==> src/rtl/nest_irq_pkg.sv <==
// Constants, types and register layout of the nested interrupt controller
package nest_irq_pkg;
  localparam int          NUM_VEC        = 14;
  localparam int          NUM_PRIO_REGS  = 4;
  localparam int          VEC_W          = 4;
  localparam logic [7:0]  PRIO_RESET     = 8'hff;
  localparam logic [7:0]  PRIO3_RO_MASK  = 8'hf0;
  // Register offsets (word index on the plain register port)
  localparam logic [3:0]  OFF_PRIO0      = 4'h0;
  localparam logic [3:0]  OFF_PRIO1      = 4'h1;
  localparam logic [3:0]  OFF_PRIO2      = 4'h2;
  localparam logic [3:0]  OFF_PRIO3      = 4'h3;
  localparam logic [3:0]  OFF_CC         = 4'h4;
  localparam logic [3:0]  OFF_PEND       = 4'h5;
  localparam logic [3:0]  OFF_PEND_HI    = 4'h6;
  localparam logic [3:0]  OFF_MODE       = 4'h7;
  // Level bits position in the condition code byte
  localparam int          CC_BIT_HIGH    = 5;
  localparam int          CC_BIT_LOW     = 3;
  localparam logic [7:0]  CC_RESET       = 8'hea;
  // Level codes (high bit, low bit)
  localparam logic [1:0]  LVL0_CODE      = 2'h2;
  localparam logic [1:0]  LVL1_CODE      = 2'h1;
  localparam logic [1:0]  LVL2_CODE      = 2'h0;
  localparam logic [1:0]  LVL3_CODE      = 2'h3;
  // Vector numbers of the sources
  localparam logic [3:0]  VEC_TIMEBASE   = 4'h1;
  localparam logic [3:0]  VEC_EXT_A      = 4'h2;
  localparam logic [3:0]  VEC_EXT_F      = 4'h3;
  localparam logic [3:0]  VEC_EXT_BL     = 4'h4;
  localparam logic [3:0]  VEC_EXT_BH     = 4'h5;
  localparam logic [3:0]  VEC_SPI        = 4'h7;
  localparam logic [3:0]  VEC_TIMER_A    = 4'h8;
  localparam logic [3:0]  VEC_TIMER_B    = 4'h9;
  localparam logic [3:0]  VEC_SERIAL     = 4'ha;
  // Vector addresses, low byte of the pair
  localparam logic [15:0] ADDR_RESET     = 16'hfffe;
  localparam logic [15:0] ADDR_TRAP      = 16'hfffc;
  localparam logic [15:0] ADDR_VEC0      = 16'hfffa;
  localparam logic [15:0] ADDR_STEP      = 16'h0002;
  // Sources that may leave HALT, and Active-Halt on each part kind
  localparam logic [13:0] HALT_WAKE      = 14'h00bc;
  localparam logic [13:0] AHALT_FLASH    = 14'h0002;
  localparam logic [13:0] AHALT_ROM      = 14'h00be;
  localparam logic [13:0] EDGE_MASK      = 14'h003c;

  typedef enum logic [2:0] {
    INSTR_NONE, INSTR_ENABLE_ALL, INSTR_DISABLE_ALL, INSTR_WAIT,
    INSTR_HALT, INSTR_RETURN, INSTR_POP_CC
  } instr_type;

  typedef enum logic [1:0] {
    PWR_RUN, PWR_WAIT, PWR_HALT, PWR_AHALT
  } pwr_type;

  typedef struct packed {
    logic        take;
    logic        take_trap;
    logic        take_reset;
    instr_type   instr;
    logic [7:0]  pop_value;
    logic        ahalt;
  } cpu_req_type;

  typedef struct packed {
    logic        valid;
    logic        nonmask;
    logic [3:0]  vec;
    logic [15:0] addr;
    logic        wake;
  } arb_type;
endpackage

==> src/rtl/nest_irq_ctrl.sv <==
// Nested interrupt controller: latching, levels, arbitration and wake-up
//
// The address map and the address-and-strobe port were chosen for this implementation.
`timescale 1ns/1ns
// How it works
// - Service only enabled requests above current level
// - Edge external requests latched, cleared on entry
// - Pins of one group ORed together
// - Peripheral request is flag AND enable
// - Flag clear sequence drops pending latch
// - Any source wakes WAIT; HALT-capable wake HALT
// - First after HALT only HALT-capable
// - Blocked higher request follows right after
// - Lower vector number wins equal levels
// - Level codes 10,01,00,11; 11 blocks all maskable
// - Entry loads level from vector priority
// - Enable loads 10, disable loads 11
// - Trap and reset preempt, set level 3
// - Reset ranks highest, starts at level 3
// - Priority regs reset FF, last upper ones
// - Pair 0 at top vector, downward numbering
// - Level 0 code write keeps old pair
// - Raised priority of pending vector re-enters
// - Instructions change level until next return
// - Vector addresses per source table
// - External and serial sync wake HALT only
// - Active-Halt wake depends on part kind
// - Highest software then hardware priority
module nest_irq_ctrl #(
  parameter logic ROM_PART = 1'b0   // One for mask-ROM parts
) (
  input  wire logic                      clk_sys,     // System clock
  input  wire logic                      rstn,        // Async reset, low
  input  wire logic                      clk_en,      // Freezes all state
  input  wire logic [3:0]                reg_addr,    // Register index
  input  wire logic [7:0]                reg_wdata,   // Write data
  input  wire logic                      reg_wr,      // Write strobe
  input  wire logic                      reg_rd,      // Read strobe
  output logic [7:0]                     reg_rdata,   // Read data, next cycle
  input  wire logic [3:0]                pins_a,      // Port A line pins
  input  wire logic [2:0]                pins_f,      // Port F line pins
  input  wire logic [3:0]                pins_bl,     // Port B low pins
  input  wire logic [3:0]                pins_bh,     // Port B high pins
  input  wire logic [13:0]               ext_edge,    // Edge event per line
  input  wire logic [13:0]               periph_flag, // Peripheral flags
  input  wire logic [13:0]               periph_en,   // Peripheral enables
  input  wire logic [13:0]               flag_clear,  // Clear sequence seen
  input  wire nest_irq_pkg::cpu_req_type cpu_req,     // CPU boundary events
  output nest_irq_pkg::arb_type          arb_out,     // Winner to the CPU
  output logic [1:0]                     level_out,   // Current level bits
  output logic                           wake_out     // Wake from low power
);
  logic [7:0]  prio_reg [nest_irq_pkg::NUM_PRIO_REGS];
  logic [13:0] edge_reg;
  logic [13:0] edge_next;
  logic [7:0]  cc_reg;
  logic [1:0]  pwr_reg;
  logic        halt_first_reg;
  logic [13:0] req;
  logic [13:0] line_level;
  nest_irq_pkg::arb_type arb_next;
  logic        wake_next;
  logic [7:0]  rdata_next;
  logic [1:0]  take_pair;

  // Rank of a level code; code 11 ranks 3, the highest
  function automatic logic [2:0] rank(input logic [1:0] code);
    case (code)
      nest_irq_pkg::LVL0_CODE: rank = 3'h0;
      nest_irq_pkg::LVL1_CODE: rank = 3'h1;
      nest_irq_pkg::LVL2_CODE: rank = 3'h2;
      default:                 rank = 3'h3;
    endcase
  endfunction

  function automatic logic [1:0] pair(input int v);
    pair = prio_reg[v / 4][(v % 4) * 2 +: 2];
  endfunction

  // Stored priority of the vector being entered
  assign take_pair = pair(int'(arb_out.vec));

  function automatic logic [15:0] vaddr(input logic [3:0] v);
    vaddr = nest_irq_pkg::ADDR_VEC0 -
            16'(v) * nest_irq_pkg::ADDR_STEP;
  endfunction

  // Level-sensitive pins ORed per group; active low pins request
  always_comb begin
    line_level = '0;
    line_level[nest_irq_pkg::VEC_EXT_A]  = |(~pins_a);
    line_level[nest_irq_pkg::VEC_EXT_F]  = |(~pins_f);
    line_level[nest_irq_pkg::VEC_EXT_BL] = |(~pins_bl);
    line_level[nest_irq_pkg::VEC_EXT_BH] = |(~pins_bh);
  end

  // Edge latches: set wins over clear so a late edge is never lost
  always_comb begin
    edge_next = edge_reg;
    if (arb_out.valid && !arb_out.nonmask && cpu_req.take)
      edge_next[arb_out.vec] = 1'b0;
    edge_next = edge_next & ~flag_clear;
    edge_next = edge_next | (ext_edge & nest_irq_pkg::EDGE_MASK);
  end

  always_ff @(posedge clk_sys or negedge rstn) begin
    if (!rstn) begin
      edge_reg <= '0;
    end else if (clk_en) begin
      edge_reg <= edge_next;
    end
  end

  // Peripheral request is a plain AND; clearing the flag drops it
  assign req = edge_reg | line_level |
               (periph_flag & periph_en & ~flag_clear);

  // Priority registers with level-0 write protection
  always_ff @(posedge clk_sys or negedge rstn) begin
    if (!rstn) begin
      for (int i = 0; i < nest_irq_pkg::NUM_PRIO_REGS; i++)
        prio_reg[i] <= nest_irq_pkg::PRIO_RESET;
    end else if (clk_en && reg_wr && reg_addr <= nest_irq_pkg::OFF_PRIO3) begin
      for (int p = 0; p < 4; p++) begin
        if (reg_wdata[p*2 +: 2] != nest_irq_pkg::LVL0_CODE)
          prio_reg[reg_addr[1:0]][p*2 +: 2] <= reg_wdata[p*2 +: 2];
      end
      if (reg_addr == nest_irq_pkg::OFF_PRIO3)
        prio_reg[3][7:4] <= nest_irq_pkg::PRIO3_RO_MASK[7:4];
    end
  end

  // Arbitration from edge latches, live pin levels and peripheral requests, with live priorities
  always_comb begin
    logic [2:0] best;
    logic [2:0] cur;
    logic [13:0] cand;
    best = '0;
    cur = rank(cc_reg[nest_irq_pkg::CC_BIT_HIGH -: 1] == 1'b1 ?
               {1'b1, cc_reg[nest_irq_pkg::CC_BIT_LOW]} :
               {1'b0, cc_reg[nest_irq_pkg::CC_BIT_LOW]});
    arb_next = '0;
    cand = req;
    // Restrict while still halted, so the winner taken on exit is capable
    if (pwr_reg == nest_irq_pkg::PWR_HALT ||
        pwr_reg == nest_irq_pkg::PWR_AHALT)
      cand = req & nest_irq_pkg::HALT_WAKE;
    // Walk upward from lowest hardware priority so the lowest vector
    // number wins any tie
    for (int v = nest_irq_pkg::NUM_VEC - 1; v >= 0; v--) begin
      if (cand[v] && rank(pair(v)) > cur &&
          rank(pair(v)) >= best && rank(pair(v)) != 3'h0) begin
        best = rank(pair(v));
        arb_next.valid = 1'b1;
        arb_next.vec = 4'(v);
        arb_next.addr = vaddr(4'(v));
      end
    end
    if (cpu_req.take_trap) begin
      arb_next.valid = 1'b1;
      arb_next.nonmask = 1'b1;
      arb_next.vec = '0;
      arb_next.addr = nest_irq_pkg::ADDR_TRAP;
    end
    if (cpu_req.take_reset) begin
      arb_next.valid = 1'b1;
      arb_next.nonmask = 1'b1;
      arb_next.vec = '0;
      arb_next.addr = nest_irq_pkg::ADDR_RESET;
    end
    arb_next.wake = wake_next;
  end

  // Wake-up decision by power state
  always_comb begin
    logic [13:0] ah;
    ah = ROM_PART ? nest_irq_pkg::AHALT_ROM : nest_irq_pkg::AHALT_FLASH;
    case (nest_irq_pkg::pwr_type'(pwr_reg))
      nest_irq_pkg::PWR_WAIT:  wake_next = |req;
      nest_irq_pkg::PWR_HALT:
        wake_next = |(req & nest_irq_pkg::HALT_WAKE);
      nest_irq_pkg::PWR_AHALT: wake_next = |(req & ah);
      default:                 wake_next = 1'b0;
    endcase
    if (cpu_req.take_reset)
      wake_next = 1'b1;
  end

  // Power state and the HALT-exit restriction
  always_ff @(posedge clk_sys or negedge rstn) begin
    if (!rstn) begin
      pwr_reg <= nest_irq_pkg::PWR_RUN;
      halt_first_reg <= 1'b0;
    end else if (clk_en) begin
      if (cpu_req.take || cpu_req.take_reset) begin
        if (pwr_reg != nest_irq_pkg::PWR_RUN)
          halt_first_reg <= (pwr_reg != nest_irq_pkg::PWR_WAIT) &&
                            !cpu_req.take_reset;
        else
          halt_first_reg <= 1'b0;
        pwr_reg <= nest_irq_pkg::PWR_RUN;
      end else if (cpu_req.instr == nest_irq_pkg::INSTR_WAIT) begin
        pwr_reg <= nest_irq_pkg::PWR_WAIT;
      end else if (cpu_req.instr == nest_irq_pkg::INSTR_HALT) begin
        pwr_reg <= cpu_req.ahalt ? nest_irq_pkg::PWR_AHALT :
                                   nest_irq_pkg::PWR_HALT;
      end
    end
  end

  // Condition-code level bits
  always_ff @(posedge clk_sys or negedge rstn) begin
    if (!rstn) begin
      cc_reg <= nest_irq_pkg::CC_RESET;
      cc_reg[nest_irq_pkg::CC_BIT_HIGH] <= 1'b1;
      cc_reg[nest_irq_pkg::CC_BIT_LOW] <= 1'b1;
    end else if (clk_en) begin
      if (cpu_req.take_reset || cpu_req.take_trap ||
          (cpu_req.take && arb_out.nonmask)) begin
        cc_reg[nest_irq_pkg::CC_BIT_HIGH] <= 1'b1;
        cc_reg[nest_irq_pkg::CC_BIT_LOW] <= 1'b1;
      end else if (cpu_req.take && arb_out.valid) begin
        cc_reg[nest_irq_pkg::CC_BIT_HIGH] <= take_pair[1];
        cc_reg[nest_irq_pkg::CC_BIT_LOW] <= take_pair[0];
      end else begin
        case (cpu_req.instr)
          nest_irq_pkg::INSTR_ENABLE_ALL, nest_irq_pkg::INSTR_WAIT,
          nest_irq_pkg::INSTR_HALT: begin
            cc_reg[nest_irq_pkg::CC_BIT_HIGH] <= 1'b1;
            cc_reg[nest_irq_pkg::CC_BIT_LOW] <= 1'b0;
          end
          nest_irq_pkg::INSTR_DISABLE_ALL: begin
            cc_reg[nest_irq_pkg::CC_BIT_HIGH] <= 1'b1;
            cc_reg[nest_irq_pkg::CC_BIT_LOW] <= 1'b1;
          end
          nest_irq_pkg::INSTR_RETURN, nest_irq_pkg::INSTR_POP_CC: begin
            cc_reg <= cpu_req.pop_value;
          end
          default: begin
          end
        endcase
        if (reg_wr && reg_addr == nest_irq_pkg::OFF_CC)
          cc_reg <= reg_wdata;
      end
    end
  end

  // Register read decode
  always_comb begin
    if (reg_addr <= nest_irq_pkg::OFF_PRIO3)
      rdata_next = prio_reg[reg_addr[1:0]];
    else if (reg_addr == nest_irq_pkg::OFF_CC)
      rdata_next = cc_reg;
    else if (reg_addr == nest_irq_pkg::OFF_PEND)
      rdata_next = req[7:0];
    else if (reg_addr == nest_irq_pkg::OFF_PEND_HI)
      rdata_next = {2'h0, req[13:8]};
    else if (reg_addr == nest_irq_pkg::OFF_MODE)
      rdata_next = {5'h0, halt_first_reg, pwr_reg};
    else
      rdata_next = 8'h00;
  end

  always_ff @(posedge clk_sys or negedge rstn) begin
    if (!rstn) begin
      reg_rdata <= 8'h00;
    end else if (clk_en) begin
      reg_rdata <= reg_rd ? rdata_next : 8'h00;
    end
  end

  // Registered outputs; CPU samples them at instruction boundaries
  always_ff @(posedge clk_sys or negedge rstn) begin
    if (!rstn) begin
      arb_out <= '0;
      level_out <= nest_irq_pkg::LVL3_CODE;
      wake_out <= 1'b0;
    end else if (clk_en) begin
      arb_out <= arb_next;
      level_out <= {cc_reg[nest_irq_pkg::CC_BIT_HIGH],
                    cc_reg[nest_irq_pkg::CC_BIT_LOW]};
      wake_out <= wake_next;
    end
  end

  a_level3_blocks: assert property (@(posedge clk_sys) disable iff (!rstn)
    (level_out == nest_irq_pkg::LVL3_CODE && !arb_out.nonmask &&
     $stable(cc_reg)) |-> ##1 !(arb_out.valid && !arb_out.nonmask))
    else $error("maskable win at level 3");
  a_prio3_upper: assert property (@(posedge clk_sys) disable iff (!rstn)
    prio_reg[3][7:4] == 4'hf)
    else $error("priority 3 upper bits not ones");
  a_reset_level: assert property (@(posedge clk_sys) disable iff (!rstn)
    clk_en && cpu_req.take_reset |=> cc_reg[5] && cc_reg[3])
    else $error("reset did not set level 3");
  a_enable_all: assert property (@(posedge clk_sys) disable iff (!rstn)
    clk_en && !cpu_req.take && !cpu_req.take_reset && !reg_wr &&
    cpu_req.instr == nest_irq_pkg::INSTR_ENABLE_ALL
    |=> cc_reg[5] && !cc_reg[3])
    else $error("enable-all did not load 10");
  a_level0_write: assert property (@(posedge clk_sys) disable iff (!rstn)
    clk_en && reg_wr && reg_addr == 4'h0 && reg_wdata[1:0] == 2'h2
    |=> prio_reg[0][1:0] == $past(prio_reg[0][1:0]))
    else $error("level 0 code was stored");
  a_edge_hold: assert property (@(posedge clk_sys) disable iff (!rstn)
    clk_en && ext_edge[2] |=> edge_reg[2])
    else $error("edge event lost");
  a_halt_first: assert property (@(posedge clk_sys) disable iff (!rstn)
    (pwr_reg == nest_irq_pkg::PWR_HALT || pwr_reg == nest_irq_pkg::PWR_AHALT)
    && clk_en |=> !arb_out.valid || arb_out.nonmask ||
    (nest_irq_pkg::HALT_WAKE[arb_out.vec]))
    else $error("non HALT source served first");
  a_periph_req: assert property (@(posedge clk_sys) disable iff (!rstn)
    periph_flag[8] && !periph_en[8] && !edge_reg[8] |-> !req[8])
    else $error("request without enable");
  c_reset_take: cover property (@(posedge clk_sys) cpu_req.take_reset);
  c_nested: cover property (@(posedge clk_sys)
    arb_out.valid && level_out != nest_irq_pkg::LVL0_CODE);
  c_halt_wake: cover property (@(posedge clk_sys) wake_out && halt_first_reg);
endmodule // nest_irq_ctrl

==> config.mk <==
export PLATFORM = sky130hd
export DESIGN_NAME = nest_irq_ctrl
export DESIGN_NICKNAME = d
export VERILOG_FILES = /design/src/rtl/nest_irq_pkg.sv /design/src/rtl/nest_irq_ctrl.sv
export SDC_FILE = /design/constraint.sdc
export NUM_CORES = 1
export LEC_CHECK = 0
export BUFFER_PORTS_ARGS = -buffer_cell sky130_fd_sc_hd__clkbuf_2
export CAP_MARGIN = 20
export CORE_MARGIN = 2
export CORE_UTILIZATION = 40
export CTS_CLUSTER_SIZE = 16
export DETAILED_ROUTE_END_ITERATION = 10
export PLACE_DENSITY = 0.63
export SLEW_MARGIN = 0
export SYNTH_ARGS = -nofsm -noshare
export SYNTH_HDL_FRONTEND = slang
export SYNTH_SLANG_ARGS = --single-unit
==> constraint.sdc <==
create_clock -name clk_sys -period 36.3 [get_ports clk_sys]
set_input_delay 1.815 -clock clk_sys [delete_from_list [all_inputs] [get_ports clk_sys]]
set_output_delay 1.815 -clock clk_sys [all_outputs]
set_load 0.01 [all_outputs]
==> metrics.txt, run 1 <==
Max stage delay cell, worst path=sky130_fd_sc_hd__nor3_1; vias per std cell=roughly 5.7; number of vias in the routed layout=6301; worst hold margin=roughly 490 ps; share of post-route cells with drive strength above 1=a little over a quarter; count of nets left with antenna violations after detail routing=0; area of the placeable core=approximately 17000 sq um; area enclosed by the die boundary=around 18000 sq um; post-synthesis mux area share=roughly 7.8%; TritonCTS Sinks=79; ys flop type=sky130_fd_sc_hd__dfrtp_1; weighted congestion reported at the end of routability-driven placement=approximately 0.93; quantity of I/O buffers inserted on ports=about 130; simple logic cell fraction of the synthesized area=between 10% and 20%; Synth Area in Adders=roughly 17%; register-to-register path setup slack=between 15000 and 20000 ps; Pleak=3.80 nW; source of the critical timing path=flag_clear[13]; critical path's most frequent cell=sky130_fd_sc_hd__ha_1; height of the die=around 140 microns; non-filler instance count after layout=1110; floorplan row count=between 40 and 50; library cells used by synthesis=approximately 80; overall global routing resource usage=~23%; final setup violation count=0; area fraction in compound gates after synthesis=a little over a fifth; synthesized area per cell=between 8 and 9 sq um; setup repair after global routing missed its margin=false; number of top-level design ports=approximately 140; overflow left after global routing=0; required time of the critical path=approximately 37000 ps; period utilisation layout=between 50% and 60%; wire per inst=18.9 microns; DRT Pass-1 Iters=7; hold-fix buffer count after cts=0; slowest cell delay on critical path=~750 ps; final core utilization=46.6%; count leader, synth=sky130_fd_sc_hd__ha_1; combinational family with the most area after synthesis=compound AO/OA/AOI/OAI gates; total power per unit cell area=approximately 52 nW/um^2; area added between synthesis and finish=15.4%; synthesized instance count=around 770; number of max-slew violations in the final report=0; largest buffer count on any clock path=2; max frequency=between 50 and 60 MHz; H-tree lvl count=3; MaxCap Viol Count=0; Ys Warns=0; post-synthesis sequential area ratio=slightly below 30%; clock tree from TritonCTS=yes; post-route clock skew=roughly 5.3 ps; syn_nets=about 970; post-synth top area share=between 10% and 20%; arrival time reported for the critical path endpoint=around 20000 ps; area of placed instances=7670 sq um; count of placed standard cells including taps=about 1100; Num CTS Buffers=9; Clk Latency, worst-skew pair=340 ps; critical path endpoint category=flop; aggregate negative setup slack=0 ps; Residual DRC=0; worst-path maximum fanout=8; most instantiated cells after synthesis=sky130_fd_sc_hd__ha_1 (89), sky130_fd_sc_hd__nor2_1 (79), sky130_fd_sc_hd__a21oi_1 (66), sky130_fd_sc_hd__nand2_1 (66), sky130_fd_sc_hd__inv_1 (55); VDD IR-drop max=~0.027 mV; number of synthesized flops with an enable pin=0; proportion of register bits with asynchronous set or reset after synthesis=between 90% and 100%; post-cts resize count=0; run status=complete, no violations; biggest area consumer among synthesized cells=sky130_fd_sc_hd__ha_1; ANT cells=0; XOR/XNOR share of the synthesized area=0.127%; final-report hold violation count=0; final critical path time including I/O delays and setup=between 15000 and 20000 ps; Design Area, Final=between 7000 and 8000 sq um; crit start category=input pin; fill cell instance count of the final layout=~1700; Rel. slew slack=about two fifths; post-CTS setup repair buffer count=0; Root Driver=sky130_fd_sc_hd__clkbuf_16; crit path kind=input pin to flop; Tightest Pin Transition=between 800 and 900 ps; net count of the finished layout=about 1100; pin count of the biggest net entering global routing=64; width of the die=around 140 microns; hold path startpoint=reg_rdata[2]$_DFFE_PN0P_; 1st-iter DRT viols=between 500 and 600; first-pass GRT wire length=around 32000 microns; number of flip-flops and latches in the synthesized netlist=between 70 and 80; via count of the first global-routing pass=~5800; cell area after synthesis=just under 7000 sq um; clock slew at reported path FFs=60 ps; startpoint of the worst register-to-register path=cc_reg[5]$_DFFE_PN1P_; total wire length after detailed routing=~21000 microns; path class of the lowest-slack min-delay path=flop to flop; hpwl dp=16800 microns; number of flip-flops under the largest register name=32; initial antenna violation count=0; dominant cells by area after synthesis=sky130_fd_sc_hd__ha_1 (16%), sky130_fd_sc_hd__dfstp_2 (15%), sky130_fd_sc_hd__dfrtp_1 (14%); initial core utilization=approximately 40%
## final timing paths
kind,to,cells past startpoint
setup / recovery,arb_out[3]$_DFFE_PN0P_,82
hold reg to reg,reg_rdata[2]$_DFFE_PN0P_,1
max in group asynchronous,edge_reg[10]$_DFFE_PN0P_,2
setup reg to reg,arb_out[3]$_DFFE_PN0P_,85
hold / removal,reg_rdata[2]$_DFFE_PN0P_,1
min in group asynchronous,arb_out[5]$_DFFE_PN0P_,1
## per-layer routing
layer  GRT usage [%]  vias to the layer above  routed length [microns]
met5               0                        -                        0
met4            7.52                        0                      542
met3            3.11                       36                     1250
met2            39.0                      209                     9910
met1            30.6                     3022                     9290
li1                -                     3034                        -
## final cells by class
class	instances	area [sq um]	area share, %
clock inverters	5	38.8	0.486
well taps	225	282	3.53
multi-input cells	602	4480	56.2
clock buffers	11	253	3.17
inverters	56	210	2.63
repair buffers	132	686	8.59
flip-flops and latches	79	2030	25.4
## cell usage in the layout (no fill, tap or decap), types with 21 or more instances in the layout
master                       n
sky130_fd_sc_hd__a21oi_1    66
sky130_fd_sc_hd__clkbuf_2  124
sky130_fd_sc_hd__dfrtp_1    40
sky130_fd_sc_hd__dfstp_2    39
sky130_fd_sc_hd__ha_1       89
sky130_fd_sc_hd__inv_1      55
sky130_fd_sc_hd__nand2_1    66
sky130_fd_sc_hd__nand2b_1   21
sky130_fd_sc_hd__nor2_1     79
sky130_fd_sc_hd__o21ai_0    35
## worst max-delay path: cells and delay by family
family,cells,cell delay [ps]
adder cells (fa/ha/maj),17,4790
multiplexers,1,370
AO/OA/AOI/OAI,26,5410
AND/OR/NAND/NOR,35,7200
buffers and inverters,3,170
## logic make-up after synthesis
logic type	after synthesis
XOR/XNOR	1
AND/OR/NAND/NOR	266
AO/OA/AOI/OAI	209
adder cells (fa/ha/maj)	94
flip-flops	79
other	1
buffers and inverters	93
multiplexers	31
## power breakdown
group | switching [W] | internal, W
combinational | 0.000112 | 0.0000871
clock | 0.0000397 | 0.0000506
sequential | 0.0000194 | 0.000108
## stage by stage
step | power, W | setup slack [ps]
4_1_cts | 0.000415 | 16950
5_1_grt | 0.000449 | 15490
3_5_place_dp | 0.000323 | 16790
6_report | 0.000417 | 16750
3_3_place_gp | 0.000319 | 16880
2_1_floorplan | 0.000268 | 18820
No activity file was read; power rests on OpenSTA's default activity.
==> run 2, diff against run 1 <==
--- a/config.mk
+++ b/config.mk
@@ -11,7 +11,7 @@
 export CORE_UTILIZATION = 40
 export CTS_CLUSTER_SIZE = 16
 export DETAILED_ROUTE_END_ITERATION = 10
-export PLACE_DENSITY = 0.63
+export PLACE_DENSITY = 0.65
 export SLEW_MARGIN = 0
 export SYNTH_ARGS = -nofsm -noshare
 export SYNTH_HDL_FRONTEND = slang
==> constraint.sdc (replaced) <==
create_clock -name clk_sys -period 16.7 [get_ports clk_sys]
set_input_delay 0.835 -clock clk_sys [delete_from_list [all_inputs] [get_ports clk_sys]]
set_output_delay 0.835 -clock clk_sys [all_outputs]
set_load 0.01 [all_outputs]
==> run 2 against run 1 <==
Compared with the run above: non-clock buffer count is 34 higher; sequential cell count stayed put; worst hold slack worse by 180 ps.
==> metrics.txt, run 2 (synthesis gave the netlist of run 1 again) <==
Root Driver=sky130_fd_sc_hd__clkbuf_16; net count of the finished layout=between 1000 and 1500; VDD IR-drop max=0.0616 mV; worst-path maximum fanout=5; most common library cell in the layout ignoring fill and taps=sky130_fd_sc_hd__clkbuf_2; 1st-iter DRT viols=506; number of vias in the routed layout=around 6500; final critical path time including I/O delays and setup=about 16000 ps; relative contribution of combinational cells to total power=between 50% and 60%; wire per inst=19.1 microns; largest buffer count on any clock path=2; ANT cells=0; critical path endpoint category=flop; hpwl dp=around 17000 microns; final-report hold violation count=0; arrival time reported for the critical path endpoint=approximately 16000 ps; Clk Latency, worst-skew pair=350 ps; Clock power frac=21.3%; run status=complete, no violations; slowest cell delay on critical path=a little over 600 ps; Num CTS Buffers=9; DRT Pass-1 Iters=5; pin count of the biggest net entering global routing=80; P_sw=0.000410 W; Pleak=between 4 and 5 nW; crit start category=flop; area added between synthesis and finish=24.3%; crit path kind=flop to flop; number of max-slew violations in the final report=0; overflow left after global routing=0; worst hold margin=between 300 and 400 ps; final core utilization=between 50% and 60%; number of flip-flops under the largest register name=32; number of top-level design ports=between 100 and 150; most used cells in the layout excluding fill and tap cells=sky130_fd_sc_hd__clkbuf_2 (124), sky130_fd_sc_hd__ha_1 (84), sky130_fd_sc_hd__nor2_1 (75); Residual DRC=0; initial antenna violation count=0; Tightest Pin Transition=between 900 and 1000 ps; initial core utilization=between 40% and 50%; share of post-route cells with drive strength above 1=between 30% and 40%; clock tree from TritonCTS=yes; first-pass GRT wire length=~33000 microns; floorplan row count=48; total power per unit cell area=~120 nW/um^2; internal power=slightly above 0.0006 W; via count of the first global-routing pass=roughly 5900; H-tree lvl count=3; aggregate negative setup slack=0 ps; height of the die=135 microns; vias per std cell=5.67; overall power=0.00102 W; path class of the lowest-slack min-delay path=input pin to async pin; clock slew at reported path FFs=about 70 ps; TritonCTS Sinks=just under 80; area of the placeable core=around 17000 sq um; post-route clock skew=roughly 14 ps; quantity of I/O buffers inserted on ports=between 100 and 150; Max stage delay cell, worst path=sky130_fd_sc_hd__dfstp_2; period utilisation layout=around 96%; area enclosed by the die boundary=roughly 18000 sq um; MaxCap Viol Count=0; weighted congestion reported at the end of routability-driven placement=between 0.9 and 1; overall global routing resource usage=approximately a quarter; critical path's most frequent cell=sky130_fd_sc_hd__ha_1; total wire length after detailed routing=about 22000 microns; width of the die=~140 microns; switching fraction of total power=between 30% and 40%; final setup violation count=0; required time of the critical path=about 17000 ps; count of nets left with antenna violations after detail routing=0; Rel. slew slack=a little under two fifths; Sequential Power Share=27.0%; max frequency=62.1 MHz
-- run 2: changes by cell type in the layout (fill, tap and decap cells not counted), moves of 4 or more --
cell                      before  now
sky130_fd_sc_hd__ha_4          0    5
sky130_fd_sc_hd__a21oi_1      66   61
sky130_fd_sc_hd__buf_4         7   39
sky130_fd_sc_hd__nand2_2       0    6
sky130_fd_sc_hd__ha_1         89   84
sky130_fd_sc_hd__nor2_1       79   75
sky130_fd_sc_hd__nand2_1      66   60
-- run 2: timing repair --
| item | in CTS | in global routing |
|---|---|---|
| pin swaps | 0 | 25 |
| buffers inserted | 0 | 10 |
| hold buffers | 0 | 0 |
| endpoints found under the setup margin | 9 | 10 |
| gates resized for setup | 3 | 60 |
-- run 2: through the flow --
step | area [sq um] | worst slack, ps | cells
after floorplan | 6920 | 4.90 | 774
after global placement | 7860 | 143 | 1117
after detailed placement | 7860 | -9.16 | 1117
after CTS | 8190 | -7.06 | 1133
after global routing | 8600 | -181 | 1144
final | 8600 | 601 | 1144
-- run 2: layout make-up --
cell class / count / area (sq um)
Clock buffer: 10 / 229
Clock inverter: 6 / 90.1
Fill cell: 1604 / 8520
Inverter: 56 / 210
Multi-Input combinational cell: 602 / 4800
Sequential cell: 79 / 2030
Tap cell: 225 / 282
Timing Repair Buffer: 166 / 963
-- run 2: critical path, delay by kind of cell, from the launching register on --
kind                     cells  cell delay [ps]
AO/OA/AOI/OAI               24             3950
adder cells (fa/ha/maj)     19             5090
AND/OR/NAND/NOR             37             5490
buffers and inverters        5              480
multiplexers                 1              320
flip-flops                   1              620
-- run 2: layer usage --
metal,track usage [%],routed length [microns],vias up
met2,39.1,10500,211
met4,9.20,760,0
met1,30.7,9150,3129
met3,3.89,1460,47
met5,0,0,-
li1,-,-,3098
-- run 2: power by group through the flow --
stage | clock network [W] | logic [W] | registers (W)
finish | 0.000218 | 0.000529 | 0.000277
global placement | 0 | 0.000438 | 0.000277
global route | 0.000225 | 0.000587 | 0.000281
detailed placement | 0 | 0.000448 | 0.000279
floorplan | 0 | 0.000319 | 0.000264
CTS | 0.000218 | 0.000451 | 0.000276
-- run 2: worst paths after layout --
kind	from	to	slack (ps)	depth (start not counted)
worst max-delay path	cc_reg[3]$_DFFE_PN1P_	arb_out[15]$_DFFE_PN0P_	600	86
worst min-delay path	rstn	arb_out[20]$_DFFE_PN0P_	310	1
worst max register to register	cc_reg[3]$_DFFE_PN1P_	arb_out[15]$_DFFE_PN0P_	600	86
worst min register to register	reg_rdata[0]$_DFFE_PN0P_	reg_rdata[0]$_DFFE_PN0P_	500	1
max in group asynchronous	rstn	prio_reg[16]$_DFFE_PN1P_	15730	2
min in group clk_sys	reg_rdata[0]$_DFFE_PN0P_	reg_rdata[0]$_DFFE_PN0P_	500	1
==> run 3, diff against run 2 <==
--- a/config.mk
+++ b/config.mk
@@ -8,10 +8,11 @@
 export BUFFER_PORTS_ARGS = -buffer_cell sky130_fd_sc_hd__clkbuf_2
 export CAP_MARGIN = 20
 export CORE_MARGIN = 2
-export CORE_UTILIZATION = 40
+export CORE_UTILIZATION = 45
 export CTS_CLUSTER_SIZE = 16
 export DETAILED_ROUTE_END_ITERATION = 10
-export PLACE_DENSITY = 0.65
+export GPL_TIMING_DRIVEN = 0
+export PLACE_DENSITY = 0.72
 export SLEW_MARGIN = 0
 export SYNTH_ARGS = -nofsm -noshare
 export SYNTH_HDL_FRONTEND = slang
==> run 3 against run 2 <==
Compared with the run above: final cell count shrank 0.79%; routed wire length rose by 3.8%; register-to-register slack worse by 140 ps; sequential cell count stayed put; via count grew 4.8%; clock power is 8% lower; first-iteration DRC count increased by 22%; critical endpoint is now arb_out[20]$_DFFE_PN0P_.
==> metrics.txt, run 3 (synthesis gave the netlist of run 1 again) <==
H-tree lvl count=3; path class of the lowest-slack min-delay path=flop to flop; worst-path maximum fanout=5; width of the die=between 100 and 150 microns; startpoint of the worst register-to-register path=cc_reg[5]$_DFFE_PN1P_; first-pass GRT wire length=~33000 microns; VDD IR-drop max=~0.059 mV; Placement Setup Slack=-2260 ps; post-route clock skew=slightly above 6 ps; height of the die=~130 microns; most common library cell in the layout ignoring fill and taps=sky130_fd_sc_hd__clkbuf_2; required time of the critical path=around 17000 ps; run status=complete, no violations; aggregate negative setup slack=0 ps; total wire length after detailed routing=roughly 23000 microns; final-report hold violation count=0; Rel. slew slack=between 10% and 20%; critical path endpoint category=flop; overall power=roughly 0.0011 W; vias per std cell=5.99; net count of the finished layout=between 1000 and 1500; hpwl dp=~17000 microns; number of max-slew violations in the final report=0; Root Driver=sky130_fd_sc_hd__clkbuf_16; Num CTS Buffers=9; worst hold margin=492 ps; final critical path time including I/O delays and setup=16230 ps; DRT Pass-1 Iters=5; quantity of I/O buffers inserted on ports=122; final worst setup slack=~470 ps; total power per unit cell area=between 100 and 150 nW/um^2; Tightest Pin Transition=about 1200 ps; ANT cells=0; area added between synthesis and finish=26.5%; Clk Latency, worst-skew pair=350 ps; slowest cell delay on critical path=about 540 ps; arrival time reported for the critical path endpoint=between 15000 and 20000 ps; number of top-level design ports=roughly 140; hold-fix buffer count after cts=0; weighted congestion reported at the end of routability-driven placement=~1.0; largest buffer count on any clock path=2; final setup violation count=0; critical path's most frequent cell=sky130_fd_sc_hd__ha_1; crit start category=flop; initial antenna violation count=0; source of the critical timing path=cc_reg[5]$_DFFE_PN1P_; MaxCap Viol Count=0; max frequency=between 60 and 70 MHz; area of the placeable core=roughly 15000 sq um; period utilisation layout=a little over nine tenths; wire per inst=approximately 20 microns; initial core utilization=45.8%; overall global routing resource usage=around 27%; Residual DRC=0; number of flip-flops under the largest register name=32; 1st-iter DRT viols=between 600 and 700; share of post-route cells with drive strength above 1=35.0%; via count of the first global-routing pass=around 6100; clock tree from TritonCTS=yes; pin count of the biggest net entering global routing=41; most used cells in the layout excluding fill and tap cells=sky130_fd_sc_hd__clkbuf_2 (121), sky130_fd_sc_hd__ha_1 (83), sky130_fd_sc_hd__nor2_1 (75); register-to-register path setup slack=between 400 and 500 ps; overflow left after global routing=0; Pleak=roughly 4 nW; number of vias in the routed layout=between 6000 and 7000; worst setup path endpoint=arb_out[20]$_DFFE_PN0P_; Max stage delay cell, worst path=sky130_fd_sc_hd__or4b_4; TritonCTS Sinks=79; crit path kind=flop to flop; clock slew at reported path FFs=60 ps; capture point of the worst reg-to-reg path=arb_out[20]$_DFFE_PN0P_; reg2reg path depth=85; area enclosed by the die boundary=roughly 16000 sq um; count of nets left with antenna violations after detail routing=0; floorplan row count=45
-- run 3: metal layers --
layer / wire [microns] / global-route usage (%) / up-vias / share of wire (%)
li1: - / - / 3149 / -
met1: 8890 / 33.8 / 3197 / 39
met2: 10600 / 43.2 / 374 / 47
met3: 1930 / 4.59 / 78 / 8.5
met4: 1260 / 16.7 / 0 / 5.5
met5: 0 / 0 / - / 0
-- run 3: final cells by class --
type | count | area [sq um]
Sequential cell | 79 | 2030
Multi-Input combinational cell | 602 | 4880
Buffer | 34 | 174
Timing Repair Buffer | 161 | 922
Clock inverter | 3 | 43.8
Inverter | 56 | 215
Tap cell | 188 | 235
Clock buffer | 12 | 246
Fill cell | 1271 | 6340
-- run 3: how the worst min path moves through the flow --
stage | depth (start not counted) | end | start | slack, ps
2_1_floorplan | 2 | edge_reg[3]$_DFFE_PN0P_ | edge_reg[3]$_DFFE_PN0P_ | 450
3_3_place_gp | 1 | reg_rdata[4]$_DFFE_PN0P_ | reg_rdata[4]$_DFFE_PN0P_ | 480
3_5_place_dp | 1 | reg_rdata[1]$_DFFE_PN0P_ | reg_rdata[1]$_DFFE_PN0P_ | 480
4_1_cts | 1 | reg_rdata[1]$_DFFE_PN0P_ | reg_rdata[1]$_DFFE_PN0P_ | 490
5_1_grt | 1 | reg_rdata[4]$_DFFE_PN0P_ | reg_rdata[4]$_DFFE_PN0P_ | 510
6_report | 1 | reg_rdata[1]$_DFFE_PN0P_ | reg_rdata[1]$_DFFE_PN0P_ | 490
-- run 3: worst max-delay path: cells and delay by family, from the launching register on --
| kind | cells | cell delay, ps |
|---|---|---|
| flops | 1 | 530 |
| buf+inv | 5 | 470 |
| compound gates | 23 | 3660 |
| mux | 2 | 500 |
| simple gates | 36 | 5910 |
| fa+ha+maj | 19 | 5040 |
-- run 3: what timing repair did --
action | in CTS | in global routing
pin swaps | 21 | 28
resized for setup | 48 | 31
endpoints found under the setup margin | 10 | 10
buffers inserted | 23 | 15
-- run 3: stage by stage --
| step | area [sq um] | utilization (%) | std cells |
|---|---|---|---|
| 3_3_place_gp | 7760 | 51.5 | 1084 |
| 2_1_floorplan | 6920 | - | 774 |
| 6_report | 8750 | 58.0 | 1135 |
| 5_1_grt | 8750 | 58.0 | 1135 |
| 4_1_cts | 8470 | 56.1 | 1120 |
| 3_5_place_dp | 7790 | 51.6 | 1085 |
-- run 3: power by group --
| part | total [W] | leakage [nW] | internal [W] | switching [W] |
|---|---|---|---|---|
| combinational | 0.000579 | 3.06 | 0.000271 | 0.000308 |
| sequential | 0.000273 | 0.913 | 0.000236 | 0.0000371 |
| clock | 0.000200 | 0.143 | 0.000119 | 0.0000808 |
| total | 0.00105 | 4.12 | 0.000626 | 0.000426 |
